--- src/shared/fsic_pkg.sv ---
// constants for the frame-sync, interrupt-clear and fifo readout configuration block
package fsic_pkg;
    // ------------------------------------------------------------
    // register offsets
    // ------------------------------------------------------------
    localparam logic [7:0] FSIC_ADDR_FIFO_READOUT_CONFIG = 8'h02;
    localparam logic [7:0] FSIC_ADDR_FRAME_SYNC_CONFIG = 8'h03;
    localparam logic [7:0] FSIC_ADDR_INTERRUPT_CLEAR_CONFIG = 8'h04;
    localparam logic [7:0] FSIC_ADDR_FIFO_DATA = 8'h3F;
    // ------------------------------------------------------------
    // reset values
    // ------------------------------------------------------------
    localparam logic [7:0] FSIC_RST_FIFO_READOUT_CONFIG = 8'h00;
    localparam logic [7:0] FSIC_RST_FRAME_SYNC_CONFIG = 8'h00;
    localparam logic [7:0] FSIC_RST_INTERRUPT_CLEAR_CONFIG = 8'h00;
    // ------------------------------------------------------------
    // writable bit masks, reserved bits read zero
    // ------------------------------------------------------------
    localparam logic [7:0] FSIC_MASK_FIFO_READOUT_CONFIG = 8'h11;
    localparam logic [7:0] FSIC_MASK_FRAME_SYNC_CONFIG = 8'h73;
    localparam logic [7:0] FSIC_MASK_INTERRUPT_CLEAR_CONFIG = 8'h3F;
    // ------------------------------------------------------------
    // field positions
    // ------------------------------------------------------------
    localparam int FSIC_POS_EMPTY_MARKER_DISABLE = 4;
    localparam int FSIC_POS_OSC_WAKE_DISABLE = 0;
    localparam int FSIC_POS_TAG_SELECT_LO = 4;
    localparam int FSIC_POS_FLAG_CLEAR_SELECT = 1;
    localparam int FSIC_POS_EDGE_SELECT = 0;
    localparam int FSIC_POS_DRDY_CLEAR_LO = 4;
    localparam int FSIC_POS_THS_CLEAR_LO = 2;
    localparam int FSIC_POS_FULL_CLEAR_LO = 0;
    // ------------------------------------------------------------
    // values and counts
    // ------------------------------------------------------------
    localparam logic [7:0] FSIC_EMPTY_MARKER = 8'hFF;
    localparam int FSIC_NUM_OUTPUTS = 7;
    localparam logic [2:0] FSIC_TAG_NONE = 3'h0;
    localparam logic [1:0] FSIC_CLR_DATA_READ = 2'h2;
    localparam logic [1:0] FSIC_CLR_EITHER = 2'h3;
endpackage

--- src/core/fsic_frame_sync_input_tag.sv ---
// frame-sync edge detection and per-output tag flag
`timescale 1ns/1ps
`default_nettype none
module fsic_frame_sync_input_tag (
    // clock and reset
    input wire logic i_clk_sys,
    input wire logic i_reset_n,
    // configuration
    input wire logic [2:0] i_tag_select,
    input wire logic i_clear_on_lsb_read,
    input wire logic i_edge_falling,
    // events
    input wire logic i_frame_sync_input,
    input wire logic i_sample_update,
    input wire logic [fsic_pkg::FSIC_NUM_OUTPUTS-1:0] i_lsb_read,
    // results
    output logic o_interval_start,
    output logic [fsic_pkg::FSIC_NUM_OUTPUTS-1:0] o_tag_lsb
);
    import fsic_pkg::*;

    logic pin_prev_q;
    logic start_q;
    logic flag_q;
    logic rise;
    logic fall;
    logic edge_hit;
    logic flag_clear;

    // ------------------------------------------------------------
    // edge selection
    // ------------------------------------------------------------
    assign rise = i_frame_sync_input & ~pin_prev_q;
    assign fall = ~i_frame_sync_input & pin_prev_q;
    assign edge_hit = i_edge_falling ? fall : rise; // see RL11
    // index 0 is temperature, tag code n maps to index n-1
    assign flag_clear = i_clear_on_lsb_read
                        ? |({i_lsb_read, 1'b0} & (8'h01 << i_tag_select)) // see RL10
                        : i_sample_update; // see RL9

    always_ff @(posedge i_clk_sys or negedge i_reset_n) begin
        if (!i_reset_n) begin
            pin_prev_q <= 1'b0;
            start_q <= 1'b0;
            flag_q <= 1'b0;
        end else begin
            pin_prev_q <= i_frame_sync_input;
            start_q <= edge_hit;
            // set wins over clear
            if (edge_hit) begin
                flag_q <= 1'b1;
            end else if (flag_clear) begin
                flag_q <= 1'b0;
            end
        end
    end

    assign o_interval_start = start_q;

    // ------------------------------------------------------------
    // one tag bit per output
    // ------------------------------------------------------------
    genvar g;
    generate
        for (g = 0; g < FSIC_NUM_OUTPUTS; g = g + 1) begin : g_tag
            logic tag_q;
            always_ff @(posedge i_clk_sys or negedge i_reset_n) begin
                if (!i_reset_n) begin
                    tag_q <= 1'b0;
                end else begin
                    // code 000 matches no output, so nothing is tagged
                    tag_q <= flag_q && (i_tag_select != FSIC_TAG_NONE)
                             && (i_tag_select == 3'(g + 1)); // see RL7, RL8
                end
            end
            assign o_tag_lsb[g] = tag_q;
        end
    endgenerate
endmodule
`default_nettype wire

--- src/core/fsic_top.sv ---
// configuration registers for fifo readout, frame-sync tagging and interrupt clears
//
// Overview of operation
// RL1: with the empty-marker disable bit low, reading an empty fifo returns 0xFF.
// RL2: with that bit high, reading an empty fifo returns the last delivered fifo byte.
// RL3: with wake disable low, watermark enabled and low-power wake mode, watermark starts the oscillator.
// RL4: an oscillator started by watermark stays on until the host reads the fifo.
// RL5: with wake disable high, a watermark never starts the oscillator.
// RL6: the host keeps wake disable high outside low-power wake mode and restores it 1 ODR before leaving.
// RL7: tag select code 000 tags no sensor output.
// RL8: tag select codes 001 to 111 place the flag on temperature, gyro x/y/z, accel x/y/z.
// RL9: with flag clear select low, the flag clears when a new sample updates the outputs.
// RL10: with flag clear select high, the flag clears when the host reads the tagged lsb.
// RL11: the edge select bit picks rising (0) or falling (1) edge to start interval timing.
// RL12: data-ready clear codes 00/01 use status read, 10 sensor read, 11 either.
// RL13: fifo-threshold clear codes 00/01 use status read, 10 fifo byte read, 11 either.
// RL14: fifo-full clear codes 00/01 use status read, 10 fifo byte read, 11 either.
// RL15: reserved bits read zero and writes to them have no effect.
`timescale 1ns/1ps
`default_nettype none
module fsic_top (
    // clock and reset
    input wire logic i_clk_sys,
    input wire logic i_reset_n,
    // host register port
    input wire logic [7:0] i_reg_addr,
    input wire logic i_reg_wr,
    input wire logic i_reg_rd,
    input wire logic [7:0] i_reg_wdata,
    output logic [7:0] o_reg_rdata,
    // fifo storage side
    input wire logic i_fifo_empty,
    input wire logic [7:0] i_fifo_data,
    output logic o_fifo_pop,
    // oscillator control
    input wire logic i_watermark_reached,
    input wire logic i_watermark_irq_enable,
    input wire logic i_accel_low_power_mode,
    input wire logic i_on_wake_up_oscillator,
    output logic o_system_oscillator_req,
    // frame sync and sensor outputs
    input wire logic i_frame_sync_input,
    input wire logic i_sample_update,
    input wire logic [fsic_pkg::FSIC_NUM_OUTPUTS-1:0] i_sensor_lsb_read,
    input wire logic i_sensor_reg_read,
    output logic o_frame_sync_interval_start,
    output logic [fsic_pkg::FSIC_NUM_OUTPUTS-1:0] o_frame_sync_tag_lsb,
    // latched interrupt clears
    input wire logic i_status_read,
    output logic o_data_ready_irq_clear,
    output logic o_fifo_threshold_irq_clear,
    output logic o_fifo_full_irq_clear
);
    import fsic_pkg::*;

    // ------------------------------------------------------------
    // register state
    // ------------------------------------------------------------
    logic [7:0] fifo_readout_config_q;
    logic [7:0] frame_sync_config_q;
    logic [7:0] interrupt_clear_config_q;
    logic [7:0] last_fifo_byte_q;
    logic [7:0] rdata_q;
    logic pop_q;
    logic osc_req_q;
    logic drdy_clr_q;
    logic ths_clr_q;
    logic full_clr_q;

    // ------------------------------------------------------------
    // address decode
    // ------------------------------------------------------------
    logic sel_readout;
    logic sel_frame_sync_input;
    logic sel_intclr;
    logic sel_fifo_data;
    logic fifo_byte_read;

    assign sel_readout = (i_reg_addr == FSIC_ADDR_FIFO_READOUT_CONFIG);
    assign sel_frame_sync_input = (i_reg_addr == FSIC_ADDR_FRAME_SYNC_CONFIG);
    assign sel_intclr = (i_reg_addr == FSIC_ADDR_INTERRUPT_CLEAR_CONFIG);
    assign sel_fifo_data = (i_reg_addr == FSIC_ADDR_FIFO_DATA);
    assign fifo_byte_read = i_reg_rd & sel_fifo_data;

    // ------------------------------------------------------------
    // configuration fields
    // ------------------------------------------------------------
    logic empty_marker_disable;
    logic osc_wake_on_watermark_disable;
    logic [2:0] frame_sync_tag_select;
    logic frame_sync_flag_clear_select;
    logic frame_sync_edge_select;
    logic [1:0] data_ready_irq_clear_select;
    logic [1:0] fifo_threshold_irq_clear_select;
    logic [1:0] fifo_full_irq_clear_select;

    assign empty_marker_disable = fifo_readout_config_q[FSIC_POS_EMPTY_MARKER_DISABLE];
    assign osc_wake_on_watermark_disable = fifo_readout_config_q[FSIC_POS_OSC_WAKE_DISABLE];
    assign frame_sync_tag_select = frame_sync_config_q[FSIC_POS_TAG_SELECT_LO +: 3];
    assign frame_sync_flag_clear_select = frame_sync_config_q[FSIC_POS_FLAG_CLEAR_SELECT];
    assign frame_sync_edge_select = frame_sync_config_q[FSIC_POS_EDGE_SELECT];
    assign data_ready_irq_clear_select = interrupt_clear_config_q[FSIC_POS_DRDY_CLEAR_LO +: 2];
    assign fifo_threshold_irq_clear_select = interrupt_clear_config_q[FSIC_POS_THS_CLEAR_LO +: 2];
    assign fifo_full_irq_clear_select = interrupt_clear_config_q[FSIC_POS_FULL_CLEAR_LO +: 2];

    // ------------------------------------------------------------
    // read data selection
    // ------------------------------------------------------------
    logic [7:0] fifo_read_value;
    logic [7:0] empty_value;
    logic [7:0] read_value;

    assign empty_value = empty_marker_disable ? last_fifo_byte_q // see RL2
                                              : FSIC_EMPTY_MARKER; // see RL1
    assign fifo_read_value = i_fifo_empty ? empty_value : i_fifo_data;
    assign read_value = sel_readout ? fifo_readout_config_q
                      : sel_frame_sync_input ? frame_sync_config_q
                      : sel_intclr ? interrupt_clear_config_q
                      : sel_fifo_data ? fifo_read_value
                      : 8'h00;

    // ------------------------------------------------------------
    // configuration registers
    // ------------------------------------------------------------
    // writes are masked so reserved bits hold zero
    always_ff @(posedge i_clk_sys or negedge i_reset_n) begin
        if (!i_reset_n) begin
            fifo_readout_config_q <= FSIC_RST_FIFO_READOUT_CONFIG;
            frame_sync_config_q <= FSIC_RST_FRAME_SYNC_CONFIG;
            interrupt_clear_config_q <= FSIC_RST_INTERRUPT_CLEAR_CONFIG;
        end else if (i_reg_wr) begin
            if (sel_readout) begin
                fifo_readout_config_q <= i_reg_wdata & FSIC_MASK_FIFO_READOUT_CONFIG; // see RL15
            end
            if (sel_frame_sync_input) begin
                frame_sync_config_q <= i_reg_wdata & FSIC_MASK_FRAME_SYNC_CONFIG; // see RL15
            end
            if (sel_intclr) begin
                interrupt_clear_config_q <= i_reg_wdata & FSIC_MASK_INTERRUPT_CLEAR_CONFIG; // see RL15
            end
        end
    end

    // ------------------------------------------------------------
    // host read path and fifo pop
    // ------------------------------------------------------------
    always_ff @(posedge i_clk_sys or negedge i_reset_n) begin
        if (!i_reset_n) begin
            rdata_q <= 8'h00;
            pop_q <= 1'b0;
            last_fifo_byte_q <= 8'h00;
        end else begin
            pop_q <= fifo_byte_read & ~i_fifo_empty;
            if (i_reg_rd) begin
                rdata_q <= read_value;
            end
            // empty reads leave the remembered byte alone
            if (fifo_byte_read && !i_fifo_empty) begin
                last_fifo_byte_q <= i_fifo_data;
            end
        end
    end

    // ------------------------------------------------------------
    // system oscillator wake on watermark
    // ------------------------------------------------------------
    // wake request costs power; software is expected to keep it off
    // outside low-power wake mode (see RL6)
    logic osc_wake;

    assign osc_wake = ~osc_wake_on_watermark_disable // see RL3, RL5
                      & i_watermark_irq_enable
                      & i_accel_low_power_mode
                      & i_on_wake_up_oscillator
                      & i_watermark_reached;

    always_ff @(posedge i_clk_sys or negedge i_reset_n) begin
        if (!i_reset_n) begin
            osc_req_q <= 1'b0;
        end else if (osc_wake) begin
            osc_req_q <= 1'b1; // see RL3
        end else if (fifo_byte_read) begin
            osc_req_q <= 1'b0; // see RL4
        end
    end

    // ------------------------------------------------------------
    // latched interrupt clear sources
    // ------------------------------------------------------------
    logic drdy_clr;
    logic ths_clr;
    logic full_clr;

    // codes 00 and 01 both mean status read
    assign drdy_clr = (data_ready_irq_clear_select == FSIC_CLR_DATA_READ) ? i_sensor_reg_read
                    : (data_ready_irq_clear_select == FSIC_CLR_EITHER)
                      ? (i_status_read | i_sensor_reg_read)
                    : i_status_read; // see RL12
    assign ths_clr = (fifo_threshold_irq_clear_select == FSIC_CLR_DATA_READ) ? fifo_byte_read
                   : (fifo_threshold_irq_clear_select == FSIC_CLR_EITHER)
                     ? (i_status_read | fifo_byte_read)
                   : i_status_read; // see RL13
    assign full_clr = (fifo_full_irq_clear_select == FSIC_CLR_DATA_READ) ? fifo_byte_read
                    : (fifo_full_irq_clear_select == FSIC_CLR_EITHER)
                      ? (i_status_read | fifo_byte_read)
                    : i_status_read; // see RL14

    always_ff @(posedge i_clk_sys or negedge i_reset_n) begin
        if (!i_reset_n) begin
            drdy_clr_q <= 1'b0;
            ths_clr_q <= 1'b0;
            full_clr_q <= 1'b0;
        end else begin
            drdy_clr_q <= drdy_clr;
            ths_clr_q <= ths_clr;
            full_clr_q <= full_clr;
        end
    end

    // ------------------------------------------------------------
    // frame-sync tagging
    // ------------------------------------------------------------
    fsic_frame_sync_input_tag u_frame_sync_input_tag (
        .i_clk_sys(i_clk_sys),
        .i_reset_n(i_reset_n),
        .i_tag_select(frame_sync_tag_select),
        .i_clear_on_lsb_read(frame_sync_flag_clear_select),
        .i_edge_falling(frame_sync_edge_select),
        .i_frame_sync_input(i_frame_sync_input),
        .i_sample_update(i_sample_update),
        .i_lsb_read(i_sensor_lsb_read),
        .o_interval_start(o_frame_sync_interval_start),
        .o_tag_lsb(o_frame_sync_tag_lsb)
    );

    // ------------------------------------------------------------
    // outputs
    // ------------------------------------------------------------
    assign o_reg_rdata = rdata_q;
    assign o_fifo_pop = pop_q;
    assign o_system_oscillator_req = osc_req_q;
    assign o_data_ready_irq_clear = drdy_clr_q;
    assign o_fifo_threshold_irq_clear = ths_clr_q;
    assign o_fifo_full_irq_clear = full_clr_q;
endmodule
`default_nettype wire

--- config.mk ---
export PLATFORM = sky130hd
export DESIGN_NAME = fsic_top
export DESIGN_NICKNAME = d
export VERILOG_FILES = /design/src/shared/fsic_pkg.sv /design/src/core/fsic_frame_sync_input_tag.sv /design/src/core/fsic_top.sv
export SDC_FILE = /design/constraint.sdc
export NUM_CORES = 1
export LEC_CHECK = 0
export BUFFER_PORTS_ARGS = -buffer_cell sky130_fd_sc_hd__buf_2
export CAP_MARGIN = 20
export CORE_ASPECT_RATIO = 1.2
export CORE_MARGIN = 3
export CORE_UTILIZATION = 40
export DETAILED_ROUTE_END_ITERATION = 8
export PLACE_DENSITY = 0.62
export SLEW_MARGIN = 20
export SYNTH_ARGS = -nofsm -noshare
export SYNTH_HDL_FRONTEND = slang
export SYNTH_HIERARCHICAL = 1
export SYNTH_SLANG_ARGS = --single-unit
--- constraint.sdc ---
create_clock -name i_clk_sys -period 1.9 [get_ports i_clk_sys]
set_clock_uncertainty 0.2 [all_clocks]
set_input_delay 0.285 -clock i_clk_sys [delete_from_list [all_inputs] [get_ports i_clk_sys]]
set_output_delay 0.285 -clock i_clk_sys [all_outputs]
set_load 0.01 [all_outputs]
# Word level (Yosys, flattened, before mapping)
# Cells that the tools add are included.
dict set report op_classes {
  addsub 0
  multipliers 0
  div_mod_pow 0
  order_cmp 0
  eq_ne 17
  shifts 1
  muxes 18
  bitwise_logic 15
  reduce_logical 17
}
# op count
set ops {}
lappend ops {{$mux W8} 6}
lappend ops {{$eq A8 B2 Y1 const B} 2}
lappend ops {{$eq A2 B2 Y1 const B} 6}
lappend ops {{$eq A3 B3 Y1 const B} 4}
lappend ops {{$mux W1} 12}
lappend ops {{$logic_and A1 B1 Y1} 9}
lappend ops {{$and A1 B1 Y1} 8}
lappend ops {{$and A8 B8 Y8} 1}
lappend ops {{$eq A8 B3 Y1 const B} 1}
lappend ops {{$eq A8 B6 Y1 const B} 1}
lappend ops {{$reduce_or A8 Y1} 1}
lappend ops {{$shl A1 B3 Y8 const A} 1}
lappend ops {{$eq A3 B2 Y1 const B} 2}
lappend ops {{$reduce_and A2 Y1} 3}
lappend ops {{$not A1 Y1} 4}
lappend ops {{$reduce_bool A2 Y1} 2}
lappend ops {{$eq A3 B1 Y1 const B} 1}
lappend ops {{$reduce_bool A3 Y1} 1}
lappend ops {{$or A1 B1 Y1} 2}
lappend ops {{$logic_not A1 Y1} 1}
dict set report word_totals {
  ff_bits 44
  latch_bits 0
  ram_bits 0
  rom_bits 0
  input_bits 44
  wordCells 88
  memories 0
}

# Logic depth before layout (Yosys ltp)
# Gate-level depths: netlist of run 1.
dict set report logic_depth {
  depth_word 6
  ltp_mapped 5
  ltp_nobuf 4
}

# Modules after synthesis
# Netlist of run 1, hierarchy kept.
# mod n_inst cells_per_inst area_per_inst_um2
set by_module_without_submodules {}
lappend by_module_without_submodules {fsic_top 1 139 1617.8}
lappend by_module_without_submodules {fsic_frame_sync_input_tag 1 45 486.7}

# Least setup slack after synthesis of run 1
# OpenSTA, ideal clock, no wires.
dict set report synth_timing {
  path_type {input port to flip-flop}
  start {input port i_reg_addr[7]}
  end {register last_fifo_byte_q[0]}
  setup_ps 125
  t_arrival_ps 1679
  t_required_ps 1575
  path_slack_ps -104
  cell_stages 5
  path_buffers 1
  path_cell_list {or2_4 > or3_4 > or3_1 > buf_6 > mux2_4}
}
dict set report synth_between {
  elab_chain_cells 3
}
# element line_no
set synth_rtl {}
lappend synth_rtl {{from (decl)} fsic_top.sv:26} ;# input wire logic [7:0] i_reg_addr,
lappend synth_rtl {{$eq A8 B6 Y1} fsic_top.sv:82} ;# assign sel_fifo_data = (i_reg_addr == FSIC_ADDR_FIFO_DATA);
lappend synth_rtl {{$and A1 B1 Y1} fsic_top.sv:83} ;# assign fifo_byte_read = i_reg_rd & sel_fifo_data;
lappend synth_rtl {{$logic_and A1 B1 Y1} fsic_top.sv:158} ;# if (fifo_byte_read && !i_fifo_empty) begin
lappend synth_rtl {{to (signal assigned)} fsic_top.sv:159} ;# last_fifo_byte_q <= i_fifo_data;
lappend synth_rtl {{to (decl)} fsic_top.sv:62} ;# logic [7:0] last_fifo_byte_q;
# No other way between the ends.
# A chain may end at the register's enable or synchronous reset.

# Final worst setup path of run 1
dict set report layout_timing {
  start {input port i_reg_addr[7]}
  end {register last_fifo_byte_q[1]}
}
# The elaborated chain is that of the path after synthesis.

==> results by group, run 1 <==
Status
  • Status: finished, final reports clean

Floorplan
  • Core Footprint: between 5000 and 6000 µm²
  • Row cnt: 28
  • Die W: a little over 70 µm
  • Die Y: between 80 and 90 µm
  • Initial Util: ~42%
  • # IOs: between 60 and 70
  • Die area: between 6000 and 7000 µm²

CTS
  • Clock Path Buffers: 2
  • Clk pin slew, worst setup/hold paths: 80 ps
  • Root Driver: clkbuf_8
  • CTS buffer count: 5
  • PostCTS Resize Cnt: 0
  • CTS Sinks: 44
  • Worst skew pair latency: a little under 300 ps
  • CTS tree: yes
  • H-tree depth: 2

STA
  • Final hold vios: 0
  • Final worst slack: 68.62 ps
  • Max Fclk: 546.0 MHz
  • RSZ-0062 raised after global routing: false
  • Hold_ws: 20.77 ps
  • Final min period: approximately 1800 ps
  • Period utilization: 96.39%
  • Max-slew headroom: approximately 68%
  • Final setup fails: 0
  • Setup Total Neg Slack: 0 ps
  • Slew at the pin closest to its max-slew limit: around 470 ps
  • Final Max Slew Viols: 0

Global route
  • Number of antenna violations at the first check in global routing: 0
  • GRT overflow: 0
  • Largest net degree at the start of global routing: 27
  • First-pass GRT wire length: about 8000 µm
  • Vias in the first global route: about 1600
  • Total GRT Usage: ~16%

Drt
  • TritonRoute pass-1 iters: 4
  • Final ANT Viol Nets: 0
  • Routed wire length: just under 5000 µm
  • Iter 0 DRT Violations: 95
  • Vias/cell: about 5
  • Via Count: 1625
  • Drt drc: 0
  • Routed len/inst: ~15 µm

Finish
  • Area of the multi-input gates: 894.6 µm²
  • Share of cells above drive strength 1: 43.46%
  • # fillers: ~450
  • Syn-to-layout area delta: 25.74%
  • N_diodes: 0
  • Seq. cell area: approximately 1100 µm²
  • Final instance area: about 2600 µm²
  • Nets: 304

Synthesis
  • Sequential area share after synthesis: between 50% and 60%
  • Cell Area, Synth: between 2000 and 2500 µm²
  • Synth Instances: approximately 180
  • Post-Syn Nets: about 230
  • Ys async rst share: 100.0%
  • Main synth FF type: dfrtp_1
  • Synth area leader: dfrtp_1
  • Syn Area/Cell: roughly 11 µm²
  • Synthesis Warnings: 6
  • Ranking of synthesized cells by area: dfrtp_1, mux2_2, mux2_4
  • Post-synth EDFFs: 0
  • Yosys top cell area share: between 50% and 60%
  • Synth unique cells: 44
  • Synthesized flop and latch total: between 40 and 50

Critical path
  • CP required: around 1900 ps
  • Max incr delay on CP: about 380 ps
  • Crit-path cells: buf_2 > or2_4 > or3_4 > or3_1 > buf_4 > mux2_4
  • Critical path arrival: approximately 1800 ps
  • CP Capture Type: register
  • CP delay by family, top: simple AND/OR/NAND/NOR gates
  • Startpoint Class: input port
  • Setup Crit Path Kind: input port to register
  • Slowest-stage cell, CP: or3_4
  • Crit Path Max Fanout: 9
  • CP bufs+invs: 2

Placement
  • Placed cell area: 2549 µm²
  • DP Wirelength: 3756 µm
  • GPL Wtd Cong: 0.7631
  • Dpl ws: -248.0 ps
  • Port buffer count: 63

Pwr
  • Worst vdd ir: between 0.2 and 0.3 mV
  • Total power: 1.761 mW
  • Pwr dens: around 670 nW/µm²
  • Static Leak: about 1.3 nW

Run
  • Maxcap violations: 0

Worst hold path
  • Worst min path class: input port to register
[layer usage]
metal | GRT usage [%] | wire length (µm) | up-vias | part of all wire (%)
li1 | - | - | 825 | -
met1 | 21.28 | 2129 | 756 | 44
met2 | 26.10 | 2378 | 39 | 50
met3 | 3.436 | 231 | 5 | 4.8
met4 | 5.641 | 62 | 0 | 1.3
met5 | 0 | 0 | - | 0
[metrics by stage]
step | instances | utilization [%]
floorplan | 184 | -
global route | 320 | 52.82
CTS | 320 | 52.82
finish | 320 | 52.82
global placement | 311 | 50.87
detailed placement | 311 | 50.87
[Yosys cell counts (2+ instances only)]
cell       instances
a22o_1             3
o21ai_0            6
dfrtp_1           44
clkbuf_1           5
mux2_4             8
buf_4              7
nor3_1             3
o2bb2ai_1          2
nor2_1            12
and3_1             3
buf_6              2
o22ai_1            8
nand2_1           18
nand3_1            2
a21oi_1            6
nand4_1            2
inv_1              4
o221ai_1           4
nand2b_1           6
a31oi_1            3
mux2_2            13
[flip-flops by register name, summed over array words and instances, names as in the netlist]
register	count
fifo_readout_config_q	2
last_fifo_byte_q	8
o_data_ready_irq_clear	1
u_frame_sync_input_tag/pin_prev_q	1
o_system_oscillator_req	1
o_fifo_pop	1
o_fifo_threshold_irq_clear	1
u_frame_sync_input_tag/g_tag.tag_q	7
o_reg_rdata	8
u_frame_sync_input_tag/o_interval_start	1
interrupt_clear_config_q	6
u_frame_sync_input_tag/flag_q	1
o_fifo_full_irq_clear	1
frame_sync_config_q	5
[path summary, 6_finish.rpt]
path / start / to / slack (ps) / cells after the start
max in group asynchronous: i_reset_n / interrupt_clear_config_q[1] / 730 / 3
hold reg to reg: fifo_readout_config_q[0] / o_system_oscillator_req / 270 / 1
hold / removal: i_reg_wdata[2] / interrupt_clear_config_q[2] / 20 / 2
setup reg to reg: fifo_readout_config_q[4] / o_reg_rdata[0] / 340 / 4
min in group asynchronous: i_reset_n / o_data_ready_irq_clear / 280 / 2
setup / recovery: i_reg_addr[7] / last_fifo_byte_q[1] / 70 / 6
[where the power goes]
part / switching [mW] / total [mW] / internal (mW) / leakage (nW)
logic: 0.105 / 0.217 / 0.112 / 0.708
registers: 0.0307 / 1.00 / 0.971 / 0.589
clock network: 0.293 / 0.542 / 0.250 / 0.0410
[worst register-to-register path: stages, from the launching register on]
cell     delay, ps
dfrtp_1        420
nand2_1        200
o22ai_1        220
o22ai_1        110
a221o_1        300
[cells by family (layout without fill, tap and decap cells)]
| family | Yosys count | count (layout) | share of synthesized area (%) |
|---|---|---|---|
| and+or+nand+nor | 59 | 59 | 15.46 |
| DFF | 44 | 44 | 52.32 |
| AOI/OAI and AO/OA | 41 | 41 | 13.91 |
| muxes | 22 | 22 | 13.14 |
| buffers and inverters | 18 | 94 | 5.172 |
[layout by cell type (no fill, tap or decap), types with 4 or more instances in the layout]
| master | netlist | final |
|---|---|---|
| a21oi_1 | 6 | 6 |
| buf_2 | 0 | 63 |
| mux2_4 | 8 | 8 |
| nor2_1 | 12 | 12 |
| o22ai_1 | 8 | 8 |
| buf_4 | 7 | 17 |
| nand2_1 | 18 | 18 |
| mux2_2 | 13 | 13 |
| dfrtp_1 | 44 | 44 |
| o221ai_1 | 4 | 4 |
| inv_1 | 4 | 4 |
| o21ai_0 | 6 | 6 |
| nand2b_1 | 6 | 6 |
| clkbuf_8 | 0 | 5 |
[cell type report]
cell class / instances / share of cell area [%]
clock buffers: 6 / 2.742
inverters: 4 / 0.5674
well taps: 60 / 2.837
multi-input cells: 122 / 33.81
clock inverters: 1 / 0.1891
flip-flops and latches: 44 / 41.61
repair buffers: 83 / 18.25
[timing repair]
action / in CTS / in global routing
hold buffers: 2 / 0
hold endpoints to repair: 19 / 0
setup buffers: 0 / 0
Power figures use the tool's default switching activity.
==> inputs of run 2 (changes only) <==
Settings changed: ABC_CLOCK_PERIOD_IN_PS from default to 1900, REMOVE_ABC_BUFFERS from default to 1.
==> run 2 against run 1 <==
Non-clock buffer count increased by 2. Core utilization is 0.37 points higher. Flip-flop and latch count unchanged. Worst hold slack lost 2.1 ps. Wire length is 0.79% higher. Combinational power barely moved. Critical path type unchanged. Largest power group unchanged. Highest routed layer unchanged.
==> results by group, run 2 (synthesis gave the netlist of run 1 again) <==
Drt
  • TritonRoute pass-1 iters: 4
  • Iter 0 DRT Violations: 62
  • Final ANT Viol Nets: 0
  • Routed wire length: roughly 4800 µm
  • Vias/cell: between 5 and 6
  • Via Count: approximately 1700
  • Drt drc: 0
  • Routed len/inst: 14.98 µm

Pwr
  • Static Leak: between 1 and 1.5 nW
  • Pwr dens: a little under 700 nW/µm²
  • Worst vdd ir: 0.3013 mV
  • Total power: 1.818 mW

Run
  • Maxcap violations: 0

CTS
  • Root Driver: clkbuf_8
  • Worst skew pair latency: roughly 290 ps
  • CTS Sinks: 44
  • CTS buffer count: 5
  • H-tree depth: 2
  • Clock Path Buffers: 2
  • CTS tree: yes
  • PostCTS Resize Cnt: 0
  • Clk pin slew, worst setup/hold paths: 80 ps

STA
  • RSZ-0062 raised after global routing: false
  • Final min period: between 1500 and 2000 ps
  • Hold_ws: roughly 19 ps
  • Final hold vios: 0
  • Max Fclk: 546.9 MHz
  • Final setup fails: 0
  • Max-slew headroom: 62.88%
  • Final Max Slew Viols: 0
  • Setup Total Neg Slack: 0 ps
  • Period utilization: a little over nine tenths
  • Slew at the pin closest to its max-slew limit: around 560 ps

Finish
  • Fin util: between 50% and 60%
  • # fillers: roughly 460
  • Nets: 306
  • Syn-to-layout area delta: 26.64%
  • N_diodes: 0
  • Commonest cells after routing, fill and taps aside: buf_2, dfrtp_1, buf_4
  • Share of cells above drive strength 1: 44.11%
  • Commonest non-fill, non-tap cell in the layout: buf_2
  • Final Non-Filler Cells: 323

Global route
  • Vias in the first global route: about 1700
  • Total GRT Usage: between 15 and 20%
  • GRT overflow: 0
  • Largest net degree at the start of global routing: 45
  • Number of antenna violations at the first check in global routing: 0
  • First-pass GRT wire length: between 7000 and 8000 µm

Critical path
  • Critical path arrival: 1810 ps
  • Slowest-stage cell, CP: or3_4
  • Setup Crit Path Kind: input port to register
  • Startpoint Class: input port
  • CP required: between 1500 and 2000 ps
  • Crit Path Max Fanout: 9
  • Crit-path cells: buf_2 > or2_4 > or3_4 > or3_1 > buf_4 > mux2_4
  • Max incr delay on CP: approximately 380 ps
  • CP Capture Type: register

Floorplan
  • Die W: roughly 72 µm
  • Initial Util: 42.01%
  • # IOs: 65
  • Row cnt: 28
  • Die area: between 6000 and 7000 µm²
  • Core Footprint: 5010 µm²
  • Die Y: between 80 and 90 µm

Placement
  • DP Wirelength: approximately 3800 µm
  • Port buffer count: 63
  • Dpl cells: between 300 and 400
  • GPL Wtd Cong: 0.7565

Status
  • Status: finished, final reports clean

Worst hold path
  • Worst min path class: input port to register
[run 2: critical path: cells and delay by family]
kind	cells	cell delay (ps)
and+or+nand+nor	3	920
muxes	1	300
buffers and inverters	2	290
[run 2: area by class of cell]
type | count | area [µm²] | area share (%)
Clock buffer | 7 | 86.33 | 3.239
Clock inverter | 1 | 7.507 | 0.2817
Sequential cell | 44 | 1101 | 41.31
Tap cell | 60 | 75.07 | 2.817
Multi-Input combinational cell | 122 | 894.6 | 33.57
Inverter | 4 | 15.01 | 0.5634
Timing Repair Buffer | 85 | 485.5 | 18.22
[run 2: routing by layer]
metal  GRT usage, %  wire length (µm)  vias up
met3          4.265               216        5
met4          5.641                42        0
met1          21.77              2199      785
met5              0                 0        -
li1               -                 -      832
met2          26.76              2380       35
[run 2: where the power goes]
part / internal, mW / switching (mW)
logic: 0.111 / 0.106
registers: 0.971 / 0.0302
clock network: 0.295 / 0.304
[run 2: metrics by stage]
step                setup WS [ps]  instance area [µm²]
floorplan                  -199.2                 2011
global placement           -226.4                 2551
detailed placement         -245.1                 2551
CTS                         76.39                 2665
global route                33.17                 2665
finish                      71.54                 2665
[run 2: path summary, 6_finish.rpt]
kind | start | to | slack (ps) | cells after the start
max | i_reg_addr[7] | last_fifo_byte_q[1] | 70 | 6
min | i_reg_wdata[6] | frame_sync_config_q[6] | 20 | 2
max reg2reg | fifo_readout_config_q[4] | o_reg_rdata[0] | 390 | 4
min reg2reg | fifo_readout_config_q[0] | o_system_oscillator_req | 290 | 1
max in group asynchronous | i_reset_n | o_reg_rdata[3] | 720 | 3
min in group asynchronous | i_reset_n | last_fifo_byte_q[3] | 390 | 3
[run 2: repair_timing]
item,CTS,global route
endpoints found under the hold margin,45,0
setup buffers,0,0
hold buffers,2,0
